===== config.mk =====
export PLATFORM = sky130hd
export DESIGN_NAME = jcu_top
export DESIGN_NICKNAME = d
export VERILOG_FILES = /design/src/rtl/jcu_pkg.sv /design/src/rtl/jcu_top.sv
export SDC_FILE = /design/constraint.sdc
export NUM_CORES = 1
export LEC_CHECK = 0
export BUFFER_PORTS_ARGS = -buffer_cell sky130_fd_sc_hd__buf_2
export CAP_MARGIN = 10
export CORE_ASPECT_RATIO = 0.8
export CORE_MARGIN = 2
export CORE_UTILIZATION = 50
export DETAILED_ROUTE_END_ITERATION = 6
export PLACE_DENSITY = 0.66
export SKIP_LAST_GASP = 1
export SLEW_MARGIN = 20
export SYNTH_ARGS = -nofsm -noshare
export SYNTH_HDL_FRONTEND = slang
export SYNTH_SLANG_ARGS = --single-unit

===== constraint.sdc =====
create_clock -name clk_i -period 4.32 [get_ports clk_i]
set_input_delay 0.864 -clock clk_i [delete_from_list [all_inputs] [get_ports clk_i]]
set_output_delay 0.864 -clock clk_i [all_outputs]
set_load 0.02 [all_outputs]

===== src/rtl/jcu_pkg.sv =====
// package: register map, field layout and link constants for the character uart
//
// Functional notes
// - software sees exactly two 32-bit registers
// - char data register at lower address, control at the next word
// - receive fifo buffers up to 64 characters from the host
// - rx_fill_count sits in data register bits 31..16
// - host character arriving at a full receive fifo is discarded
// - non-empty receive fifo gives rx_char_valid bit 15 set, count one below the fill
// - data read returns head char, pops it, count already decremented
// - empty receive fifo read returns rx_char_valid 0, low byte undefined
// - transmit fifo holds 64 characters for the host
// - data register write pushes low byte into the transmit fifo
// - data register write leaves receive fifo and count alone
// - tx_free_space sits in control register bits 31..16
// - write into full transmit fifo is dropped
// - host_access_flag bit 10 sets on host access and stays set
// - writing 1 to host_access_flag clears it
// - rx_irq_enable and tx_irq_enable gate the two interrupts
// - interrupt while enabled and fill or free space above 7
// - pending receive and transmit interrupts shown in control register
// - pending clears once the threshold condition no longer holds
package jcu_pkg;
  localparam logic [31:0] ADDR_CHAR_DATA = 32'hff20_1000;
  localparam logic [31:0] ADDR_CONTROL = 32'hff20_1004;
  localparam int FIFO_DEPTH = 64;
  localparam int IRQ_THRESHOLD = 7;
  // field positions
  localparam int COUNT_LSB = 16;
  localparam int VALID_BIT = 15;
  localparam int ACCESS_BIT = 10;
  localparam int TX_PEND_BIT = 9;
  localparam int RX_PEND_BIT = 8;
  localparam int TX_EN_BIT = 1;
  localparam int RX_EN_BIT = 0;
  // reset values
  localparam logic RESET_IRQ_EN = 1'b0;
  localparam logic RESET_ACCESS = 1'b0;
  // link frame: one flag bit then eight character bits
  localparam int FRAME_BITS = 9;
endpackage


===== src/rtl/jcu_top.sv =====
// character uart: apb registers, two fifos and the serial host link
`timescale 1ns/1ps
`default_nettype none
module jcu_top #(
  parameter int DEPTH = jcu_pkg::FIFO_DEPTH
) (
  input wire logic clk_i,
  input wire logic reset_i,
  input wire logic psel_i,
  input wire logic penable_i,
  input wire logic pwrite_i,
  input wire logic [31:0] paddr_i,
  input wire logic [31:0] pwdata_i,
  output logic [31:0] prdata_o,
  output logic pready_o,
  output logic pslverr_o,
  output logic irq_o,
  input wire logic link_clk_i,
  input wire logic link_sel_i,
  input wire logic link_din_i,
  output logic link_dout_o
);
  localparam int AW = $clog2(DEPTH);
  localparam int CW = AW + 1;
  localparam logic [CW-1:0] FULL = CW'(DEPTH);
  localparam logic [CW-1:0] THRESH = CW'(jcu_pkg::IRQ_THRESHOLD);
  localparam logic [3:0] NBITS = 4'(jcu_pkg::FRAME_BITS);

  // fifo storage
  logic [7:0] rx_mem [DEPTH];
  logic [7:0] tx_mem [DEPTH];
  logic [AW-1:0] rx_rd;
  logic [AW-1:0] rx_wr;
  logic [CW-1:0] rx_cnt;
  logic [AW-1:0] tx_rd;
  logic [AW-1:0] tx_wr;
  logic [CW-1:0] tx_cnt;

  // register state
  logic rx_irq_enable;
  logic tx_irq_enable;
  logic host_access_flag;
  logic rx_irq_pending;
  logic tx_irq_pending;

  // link synchronisers and frame state
  logic [1:0] clk_sync;
  logic [1:0] sel_sync;
  logic [1:0] din_sync;
  logic clk_prev;
  logic sel_prev;
  logic [8:0] rx_shift;
  logic [8:0] tx_shift;
  logic [3:0] bit_cnt;
  logic tx_offered;

  // bus decode
  logic acc_done;
  logic hit_data;
  logic hit_ctrl;
  logic rd_pop;
  logic wr_push;
  logic wr_ctrl;
  logic link_rise;
  logic link_fall;
  logic frame_start;
  logic frame_end;
  logic frame_ok;
  logic lk_push;
  logic lk_pop;
  logic rx_empty;

  assign acc_done = psel_i && penable_i && pready_o;
  assign hit_data = (paddr_i == jcu_pkg::ADDR_CHAR_DATA);
  assign hit_ctrl = (paddr_i == jcu_pkg::ADDR_CONTROL);
  assign rx_empty = (rx_cnt == '0);
  assign rd_pop = acc_done && !pwrite_i && hit_data && !rx_empty;
  assign wr_push = acc_done && pwrite_i && hit_data && (tx_cnt != FULL);
  assign wr_ctrl = acc_done && pwrite_i && hit_ctrl;

  // edges of the synchronised link clock and select
  assign link_rise = clk_sync[1] && !clk_prev;
  assign link_fall = !clk_sync[1] && clk_prev;
  assign frame_start = sel_sync[1] && !sel_prev;
  assign frame_end = !sel_sync[1] && sel_prev;
  assign frame_ok = frame_end && (bit_cnt == NBITS);
  assign lk_push = frame_ok && rx_shift[0] && (rx_cnt != FULL);
  assign lk_pop = frame_ok && tx_offered;

  // two-flop synchronisers for every link input pin
  always_ff @(posedge clk_i)
  begin
    if (reset_i)
    begin
      clk_sync <= '0;
      sel_sync <= '0;
      din_sync <= '0;
      clk_prev <= 1'b0;
      sel_prev <= 1'b0;
    end
    else
    begin
      clk_sync <= {clk_sync[0], link_clk_i};
      sel_sync <= {sel_sync[0], link_sel_i};
      din_sync <= {din_sync[0], link_din_i};
      clk_prev <= clk_sync[1];
      sel_prev <= sel_sync[1];
    end
  end

  // link frame shifting: sample on rise, drive on fall
  always_ff @(posedge clk_i)
  begin
    if (reset_i)
    begin
      rx_shift <= '0;
      tx_shift <= '0;
      bit_cnt <= '0;
      tx_offered <= 1'b0;
    end
    else if (frame_start)
    begin
      bit_cnt <= '0;
      rx_shift <= '0;
      tx_offered <= (tx_cnt != '0);
      tx_shift <= {tx_mem[tx_rd], (tx_cnt != '0)};
    end
    else if (sel_sync[1])
    begin
      if (link_rise && bit_cnt != NBITS)
      begin
        rx_shift <= {din_sync[1], rx_shift[8:1]};
        bit_cnt <= bit_cnt + 4'd1;
      end
      if (link_fall)
      begin
        tx_shift <= {1'b0, tx_shift[8:1]};
      end
    end
  end

  // serial output from its own flop
  always_ff @(posedge clk_i)
  begin
    if (reset_i)
    begin
      link_dout_o <= 1'b0;
    end
    else if (frame_start)
    begin
      link_dout_o <= (tx_cnt != '0);
    end
    else if (sel_sync[1] && link_fall)
    begin
      link_dout_o <= tx_shift[1];
    end
  end

  // receive fifo: host pushes, software pops
  always_ff @(posedge clk_i)
  begin
    if (reset_i)
    begin
      rx_rd <= '0;
      rx_wr <= '0;
      rx_cnt <= '0;
    end
    else
    begin
      if (lk_push)
      begin
        rx_mem[rx_wr] <= rx_shift[8:1];
        rx_wr <= rx_wr + 1'b1;
      end
      if (rd_pop)
      begin
        rx_rd <= rx_rd + 1'b1;
      end
      if (lk_push && !rd_pop) // data writes never touch this fifo
      begin
        rx_cnt <= rx_cnt + 1'b1;
      end
      else if (rd_pop && !lk_push)
      begin
        rx_cnt <= rx_cnt - 1'b1;
      end
    end
  end

  // transmit fifo: software pushes, host drains
  always_ff @(posedge clk_i)
  begin
    if (reset_i)
    begin
      tx_rd <= '0;
      tx_wr <= '0;
      tx_cnt <= '0;
    end
    else
    begin
      if (wr_push)
      begin
        tx_mem[tx_wr] <= pwdata_i[7:0];
        tx_wr <= tx_wr + 1'b1;
      end
      if (lk_pop)
      begin
        tx_rd <= tx_rd + 1'b1;
      end
      if (wr_push && !lk_pop)
      begin
        tx_cnt <= tx_cnt + 1'b1;
      end
      else if (lk_pop && !wr_push)
      begin
        tx_cnt <= tx_cnt - 1'b1;
      end
    end
  end

  // interrupt enables
  always_ff @(posedge clk_i)
  begin
    if (reset_i)
    begin
      rx_irq_enable <= jcu_pkg::RESET_IRQ_EN;
      tx_irq_enable <= jcu_pkg::RESET_IRQ_EN;
    end
    else if (wr_ctrl)
    begin
      rx_irq_enable <= pwdata_i[jcu_pkg::RX_EN_BIT];
      tx_irq_enable <= pwdata_i[jcu_pkg::TX_EN_BIT];
    end
  end

  // host access flag: a new frame wins over a clear
  always_ff @(posedge clk_i)
  begin
    if (reset_i)
    begin
      host_access_flag <= jcu_pkg::RESET_ACCESS;
    end
    else if (frame_start)
    begin
      host_access_flag <= 1'b1;
    end
    else if (wr_ctrl && pwdata_i[jcu_pkg::ACCESS_BIT])
    begin
      host_access_flag <= 1'b0;
    end
  end

  // level interrupts follow the thresholds
  always_ff @(posedge clk_i)
  begin
    if (reset_i)
    begin
      rx_irq_pending <= 1'b0;
      tx_irq_pending <= 1'b0;
      irq_o <= 1'b0;
    end
    else
    begin
      rx_irq_pending <= rx_irq_enable && (rx_cnt > THRESH);
      tx_irq_pending <= tx_irq_enable && ((FULL - tx_cnt) > THRESH);
      irq_o <= rx_irq_pending || tx_irq_pending;
    end
  end

  // apb slave: one wait state, answer built in the wait cycle
  always_ff @(posedge clk_i)
  begin
    if (reset_i)
    begin
      pready_o <= 1'b0;
      pslverr_o <= 1'b0;
      prdata_o <= '0;
    end
    else if (psel_i && penable_i && !pready_o)
    begin
      pready_o <= 1'b1;
      pslverr_o <= !(hit_data || hit_ctrl);
      prdata_o <= '0;
      if (!pwrite_i && hit_data)
      begin
        prdata_o[31:jcu_pkg::COUNT_LSB] <= 16'(rx_empty ? rx_cnt : rx_cnt - 1'b1);
        prdata_o[jcu_pkg::VALID_BIT] <= !rx_empty;
        prdata_o[7:0] <= rx_mem[rx_rd];
      end
      else if (!pwrite_i && hit_ctrl)
      begin
        prdata_o[31:jcu_pkg::COUNT_LSB] <= 16'(FULL - tx_cnt);
        prdata_o[jcu_pkg::ACCESS_BIT] <= host_access_flag;
        prdata_o[jcu_pkg::TX_PEND_BIT] <= tx_irq_pending;
        prdata_o[jcu_pkg::RX_PEND_BIT] <= rx_irq_pending;
        prdata_o[jcu_pkg::TX_EN_BIT] <= tx_irq_enable;
        prdata_o[jcu_pkg::RX_EN_BIT] <= rx_irq_enable;
      end
    end
    else
    begin
      pready_o <= 1'b0;
      pslverr_o <= 1'b0;
    end
  end
endmodule // jcu_top
`default_nettype wire


==> results by stage, run 1 <==
Hold path:
- The worst hold path belongs to the class input pin to register.

Job:
- The number of max-cap violations is 0.

Synth:
- For this run, the leading register cell type out of synthesis is edfxtp_1.
- Of the total synthesized cell area, the portion taken by XOR and XNOR cells is 0.00686.
- The number of storage elements in the synthesis netlist is between 1,000 and 1,500.
- Yosys mapped a number of flops with a built-in enable equal to about 1,000.
- Of the synthesized area, sequential elements account for 0.737.
- The share of async-settable or async-resettable flops after synthesis is 0.
- The Yosys step of the flow raised 0 warnings.
- The simple-gate portion of the synthesized area is 0.0562.
- The cell area after synthesis is 44,700 um^2.
- By area, the combinational part of the netlist is dominated by multiplexers.
- Yosys mapped the design onto just under 70 distinct sky130hd cell types.
- A synthesized cell averages ~19 um^2.
- The post-synthesis cell count is approximately 2,400.
- The synthesized-area fraction occupied by ao, oa, aoi and oai cells is 0.0305.
- Of the total synthesized cell area, the portion taken by full adders, half adders and majority gates is 0.00761.
- Measured against the total synthesized area, the mux share comes to 0.145.

Placed design:
- Detailed placement finished with a half-perimeter wire length of around 64 mm.
- The count of input and output buffers is 80.
- Once placement finished, the instance area stood at between 40,000 and 50,000 um^2.
- The global placement routability congestion is 0.877.
- Once placement completed, the tool counted placed cells totaling ~3,700.

Run status:
- The flow ran to the end, and the final reports show no timing, DRC or antenna violations.

GRT:
- Entering global routing, the biggest net connects between 60 and 70 pins.
- The via count of the first global-routing pass is roughly 23,000.
- The total overflow reported by the global router is 0.
- The initial antenna violation count is 1.
- The first global-routing pass estimated around 150 mm of wire.
- In the global route stage, overall resource usage came out at 0.217.

STA:
- The number of hold violations in the final report is 0.
- In the finished design, the share of the clock period the worst path needs comes to 0.933.
- For the final database, setup skew stands at between 0.03 and 0.04 ns.
- For the pin with the worst max-slew slack, the measured transition is 1.09 ns.
- The headroom to the max-slew limit is 0.275.
- Setup repair after global routing left no endpoint under its margin.
- The final max-slew violation count was 0.
- The minimum clock period after layout is between 4 and 5 ns.
- Derived from the worst setup path, the maximum achievable clock frequency is 248 MHz.
- The number of endpoints failing setup at the final stage is 0.
- After routing, the total negative slack on setup checks comes to 0 ns.

Floorplan:
- The initial core utilization is 0.502.
- Row generation in the floorplan step produced slightly below 100 rows.
- Measured along the x axis, the die boundary spans 338 um.
- The die is 271 um tall.
- The core region is 89,000 um^2.
- The number of ports placed on the die boundary is about 110.
- The floorplan step defined a die boundary enclosing roughly 92,000 um^2.

Pwr:
- For this design the static power due to leakage is 16.1 nW.
- The maximum vdd ir drop is between 0.3 and 0.4 mV.
- The share of total power dissipated in sequential elements is 0.557.
- The net switching power is slightly above 0.004 W.
- The share of total power dissipated in the clock network is 0.433.
- Of the total power, the share spent switching nets is 0.195.
- The internal portion of the total power is 0.0171 W.
- The combinational cell fraction of total power is 0.009.
- In this run the power density over the cells is approximately 420 nW/um^2.

Cells and area:
- Summing all non-filler instances in the final layout gives an area of between 50,000 and 60,000 um^2.
- The top cell types in the final layout, fill and taps aside, are 1,024 x edfxtp_1, 269 x mux4_2, 220 x nor2_1.
- At the end of the flow, the number of nets in the layout was about 2,700.
- The area added between synthesis and finish is 13.6%.
- Once layout is complete, the utilization of the core stands at 0.570.
- The ratio of cells with drive above 1 in the final layout is 0.260.
- The library cell used most frequently in the layout, excluding fill and tap cells, is edfxtp_1.
- The final standard cell count with taps included and fillers excluded is between 3,000 and 4,000.

Critical path:
- STA puts the critical path data arrival time at between 4 and 5 ns.
- In this run the worst path has a maximum fanout of 11.
- At the worst endpoint, the required time is approximately 5 ns.
- The worst setup path is of the register to register kind.
- The endpoint kind of the worst setup timing path is a register.
- The category of the worst setup path launch point is a register.

Clock network:
- The cell sitting at the root of the clock tree is a clkbuf_16.
- The number of clock buffers added by TritonCTS is between 100 and 150.
- In this run, post-CTS repair resized a total of 0 instances.
- The number of buffers inserted for hold repair after clock tree synthesis is 0.
- The number of setup buffers added after CTS is 0.
- The later-pin clock latency in the skew report is between 0.6 and 0.7 ns.
- The clock transition at the register clock pins on the worst setup and hold paths after CTS is 0.06 ns.
- The clock net in this run drives a total of about 1,100 sinks.
- In this run the deepest clock path goes through 3 buffers.
- The TritonCTS clock tree is yes.
- The H-tree generated during clock tree synthesis spans 3 levels.

Routing:
- The per-cell routed wire length is ~26 um.
- The number of vias after detailed routing is ~23,000.
- Once detail routing completed, the nets flagged for antenna violations numbered 0.
- The detailed router finished its first iteration with around 2,700 violations.
- The average vias per placed instance is 5.96.
- The total routed wirelength is around 100 mm.
- The remaining routing DRC violations is 0.
- The detailed-routing iteration count for the pre-antenna-repair pass is 5.
final cells by class:
cell class	count	area (um^2)
clock buffer	133	2850
fill	6567	38300
sequential	1133	33000
multi-input combinational	1100	11000
clock inverter	68	614
inverter	27	101
antenna	2	5.00
timing repair buffer	242	1700
tap	1200	1500
critical path: stages, from the launching register on:
cell      delay (ns)
dfxtp_1         0.44
inv_1           0.11
ha_1            0.25
or4b_2          0.69
o31ai_1         0.49
nor4_4          0.10
ha_1            0.28
inv_1           0.21
ha_1            0.31
a21o_1          0.19
a21o_1          0.20
a211o_1         0.31
o211ai_1        0.12
xnor2_1         0.15
nor2_1          0.05
worst paths after layout:
kind	start	to	slack, ns	cells after the start
max	tx_cnt[0]$_SDFFE_PP0P_	tx_cnt[6]$_SDFFE_PP0P_	0.29	14
min	link_clk_i	clk_sync[0]$_SDFF_PP0_	0.45	2
max reg2reg	tx_cnt[0]$_SDFFE_PP0P_	tx_cnt[6]$_SDFFE_PP0P_	0.29	14
min reg2reg	sel_sync[0]$_SDFF_PP0_	sel_sync[1]$_SDFF_PP0_	0.46	1
sequential cells by signal, summed over array words and instances (netlist names), 7 cells and up, named ones only:
register	cells
rx_mem	512
tx_mem	512
prdata_o	20
rx_shift	9
tx_shift	8
rx_cnt	7
tx_cnt	7
layer usage:
layer	track usage	share of wire
met2	0.325	0.45
met5	0	0.00013
met4	0.0510	0.018
met3	0.0577	0.091
met1	0.323	0.44
cells by family after synthesis:
group,after synthesis
and+or+nand+nor,527
other,1
buffers and inverters,164
DFF,1133
adders and majority gates,26
xor gates and xnor gates,35
muxes,312
AOI/OAI and AO/OA,196
synthesized netlist by cell type, types with 10 or more instances:
cell | n | share of area
nor2_1 | 220 | 0.018
a32oi_1 | 10 | 0.0020
mux2i_1 | 40 | 0.0090
xnor2_1 | 18 | 0.0035
a21o_1 | 12 | 0.0020
nand2_1 | 141 | 0.012
inv_1 | 26 | 0.0022
buf_2 | 30 | 0.0034
nand4_1 | 13 | 0.0018
a21oi_1 | 34 | 0.0038
o21ai_0 | 31 | 0.0035
buf_1 | 18 | 0.0015
nor4_1 | 13 | 0.0018
xor2_1 | 17 | 0.0033
buf_4 | 22 | 0.0037
ha_1 | 24 | 0.0067
a211oi_1 | 20 | 0.0034
nand3_1 | 39 | 0.0044
edfxtp_1 | 1024 | 0.69
clkbuf_1 | 64 | 0.0054
a22oi_1 | 32 | 0.0054
or3_1 | 11 | 0.0015
dfxtp_1 | 109 | 0.049
mux4_2 | 269 | 0.14
nor2b_1 | 25 | 0.0035
power groups by stage:
stage / combinational, W / sequential, W / clock [W]
2_1_floorplan: 0.0000636 / 0.0121 / 0
3_3_place_gp: 0.000189 / 0.0121 / 0
3_5_place_dp: 0.000198 / 0.0121 / 0
4_1_cts: 0.000198 / 0.0119 / 0.00937
5_1_grt: 0.000216 / 0.0119 / 0.00981
6_report: 0.000200 / 0.0119 / 0.00922
stage by stage:
stage | total power, W | setup slack [ns] | hold WS (ns)
after floorplan | 0.0122 | 0.311 | 0.414
after global placement | 0.0123 | 0.277 | 0.433
after detailed placement | 0.0123 | 0.218 | 0.434
after CTS | 0.0214 | 0.362 | 0.409
after global routing | 0.0219 | 0.0595 | 0.429
final | 0.0213 | 0.288 | 0.452
(Power assumes the default switching activity.)
==> run 2, diff against run 1 <==
==> constraint.sdc (replaced) <==
create_clock -name clk_i -period 3.8 [get_ports clk_i]
set_input_delay 0.76 -clock clk_i [delete_from_list [all_inputs] [get_ports clk_i]]
set_output_delay 0.76 -clock clk_i [all_outputs]
set_load 0.02 [all_outputs]
==> run 2 against run 1 <==
Effect of this change: hold slack worse by 0.14 ns; register-to-register slack is essentially flat; power up 16%; clock power rose by 18%; fmax rose by 15%; core utilization rose by 0.86 points; via count up 1.7%; non-clock buffer count rose by 76; design area rose by 1.5%; die area did not move; largest power group unchanged.
==> results by stage, run 2 (same netlist as run 1, synthesis figures left out) <==
Run status:
- The flow ran to the end, and the final reports show no timing, DRC or antenna violations.

Hold path:
- The startpoint of the most critical hold path is link_din_i.
- The worst hold path belongs to the class input pin to register.
- The worst hold path was traced through 2 stages.
- For hold timing, the worst endpoint is din_sync[0]$_SDFF_PP0_.

Floorplan:
- The floorplan step set the die width to 338 um.
- The full die area is between 90,000 and 100,000 um^2.
- The initial core utilization is 0.502.
- The total core area is roughly 89,000 um^2.
- The vertical die dimension is approximately 270 um.
- The number of ports placed on the die boundary is about 110.
- The floorplan has 98 rows.

Clock network:
- The library cell used as clock root buffer is clkbuf_16.
- The longest clock path from root to sink contains 3 buffers.
- Clock tree synthesis inserted a total of about 110 buffers.
- The clock transition at the register clock pins on the worst setup and hold paths after CTS is approximately 0.060 ns.
- The later-pin clock latency in the skew report is 0.68 ns.
- The number of setup buffers added after CTS is 0.
- CTS saw between 1,000 and 1,500 sinks.
- CTS built an H-tree with a depth of 3.
- The TritonCTS clock tree is yes.

Cells and area:
- The area added between synthesis and finish is 15.3%.
- 0 antenna diodes ended up in the layout.
- At the end of the flow, the number of nets in the layout was between 2,000 and 3,000.
- The largest registers in the layout are rx_mem: 512 flops, tx_mem: 512 flops, prdata_o: 20 flops.
- The final standard cell count with taps included and fillers excluded is about 4,000.
- The area of all placed cells without fillers is 51,500 um^2.
- In the final layout, the share of cells above drive strength 1 is 0.286.
- In the layout the commonest cells are 1,024 x edfxtp_1, 269 x mux4_2, 235 x buf_4.
- The library cell used most frequently in the layout, excluding fill and tap cells, is edfxtp_1.

STA:
- The headroom to the max-slew limit is 0.253.
- The total negative slack for setup checks is 0 ns.
- The portion of the clock cycle consumed by the worst path in the final layout is 0.922.
- The clock arrives with roughly 0.029 ns of skew.
- At the pin with the least slew margin, the transition time is ~1.1 ns.
- On the final layout, the worst hold slack is 0.314 ns.
- Setup violations remaining at the end of the flow were counted as 0.
- The number of hold violations in the final report is 0.
- The final max-slew violation count is 0.
- Setup repair after global routing left no endpoint under its margin.
- Subtracting the final worst setup slack from the clock period gives roughly 3.5 ns.
- The maximum achievable frequency is about 290 MHz.

Critical path:
- STA classifies the critical path endpoint as a register.
- The required time at the endpoint of the critical path is 4.34 ns.
- The arrival time of data at the critical path endpoint is 4.05 ns.
- The critical path's slowest cell is or4b_2.
- The flop-to-flop setup slack is 0.30 ns.
- For the worst flop-to-flop path, the logic depth is 15.
- The path type of the worst setup path is register to register.
- The capturing point of the worst reg2reg path is tx_cnt[5]$_SDFFE_PP0P_.
- STA classifies the critical path startpoint as a register.
- In this run the worst path has a maximum fanout of 5.
- The critical path goes through inv_1 > ha_1 > or4b_2 > o31ai_4 > nor4_4 > ha_1 > inv_1 > buf_4 > ha_1 > a21o_1 > a21o_1 > a21o_1 > a21oi_1 > or4_1 > o211ai_1.
- In this run the critical register-to-register path is launched from tx_cnt[1]$_SDFFE_PP0P_.
- In this design, the stage delay of the slowest critical-path cell is a little over 0.7 ns.
- The launch point of the worst path is tx_cnt[1]$_SDFFE_PP0P_.

Placed design:
- The post-placement cell area is roughly 48,000 um^2.
- The global placement routability congestion is between 0.8 and 0.9.
- Buffers placed on the I/O ports in this run total 80.
- Summed over all nets, the half-perimeter wirelength after detailed placement is between 60 and 70 mm.
- After detailed placement, the design holds a cell count of around 3,800.

Routing:
- After the first detailed-routing iteration, the DRC count stood at between 2,000 and 3,000.
- The final layout contains routed wiring with a total length of 102 mm.
- Once detail routing completed, the nets flagged for antenna violations numbered 0.
- In the routed design, unresolved DRC markers number 0.
- For this run, the detailed router's first-pass iteration total came to 5.
- The per-cell routed wire length is roughly 26 um.
- Summing over every cut layer, the via total after detailed routing is approximately 24,000.
- Dividing the detail-routed via count by the number of cells gives around 6.

GRT:
- The pin count of the biggest net entering global routing is between 60 and 70.
- For this run, the total global-route usage over all layers was measured as 0.221.
- The via count of the first global-routing pass is ~24,000.
- The global-route wire length before repair is roughly 150 mm.
- The initial antenna violation count is 1.
- The total overflow reported by the global router is 0.

Pwr:
- The portion of total power attributed to the clock network is 0.444.
- The internal power consumption is 0.0199 W.
- Of the total power, combinational logic draws 0.009.
- The share of total power consumed by net switching is 0.192.
- The worst-case IR drop observed on VDD is 0.346 mV.
- For this design the static power due to leakage is roughly 17 nW.
- The completed layout was analyzed and its total power is 0.0246 W.
- The net switching power is 0.00475 W.
- The sequential group share of total power is 0.547.
- The power density normalized to cell area is between 400 and 500 nW/um^2.

Job:
- The number of max-cap violations is 0.
[run 2: changes by cell type in the layout (fill, tap and decap cells not counted), sizes merged]
cell      previous run  this run
buf                242       318
clkbuf             133       138
clkinvlp            14         7
diode                2         0
bufinv               9        12
[run 2: final cells by class]
| cell class | count | area [um^2] |
|---|---|---|
| fillers | 6589 | 37500 |
| flip-flops and latches | 1133 | 33000 |
| multi-input cells | 1100 | 11100 |
| clock buffers | 138 | 2990 |
| repair buffers | 318 | 2270 |
| well taps | 1200 | 1500 |
| clock inverters | 64 | 658 |
| inverters | 27 | 101 |
[run 2: metal layers]
| metal | part of all wire | vias up | track usage |
|---|---|---|---|
| met5 | 0 | - | 0 |
| met4 | 0.015 | 0 | 0.0455 |
| met3 | 0.084 | 124 | 0.0468 |
| met2 | 0.46 | 963 | 0.335 |
| met1 | 0.44 | 12400 | 0.335 |
| li1 | - | 10200 | - |
[run 2: worst max path at each step]
stage	cells past startpoint	to
CTS	15	tx_cnt[5]$_SDFFE_PP0P_
global route	15	tx_cnt[5]$_SDFFE_PP0P_
finish	15	tx_cnt[5]$_SDFFE_PP0P_
floorplan	14	rx_cnt[6]$_SDFFE_PP0P_
detailed placement	14	tx_cnt[6]$_SDFFE_PP0P_
global placement	14	tx_cnt[6]$_SDFFE_PP0P_
[run 2: critical path: cells and delay by family, from the launching register on]
family	cells	cell delay (ns)
AND/OR/NAND/NOR	3	0.95
flip-flops	1	0.31
adder cells (fa/ha/maj)	3	0.67
buffers and inverters	3	0.33
AO/OA/AOI/OAI	6	1.11
[run 2: what timing repair did]
action,4_1_cts,5_1_grt
resized for setup,0,2
hold buffers,0,0
endpoints found under the setup margin,0,2
[run 2: stage by stage]
stage,setup WS [ns],util
after detailed placement,-0.113,0.538
after global routing,0.0622,0.579
after floorplan,0.00384,-
after CTS,0.0433,0.579
final,0.296,0.579
after global placement,-0.0464,0.538
[run 2: power by group through the flow]
stage	Clock, W	Combinational [W]	Sequential, W
after detailed placement	0	0.000229	0.0138
after CTS	0.0111	0.000229	0.0135
after global placement	0	0.000218	0.0138
after global routing	0.0116	0.000249	0.0135
after floorplan	0	0.0000723	0.0138
final	0.0109	0.000230	0.0135
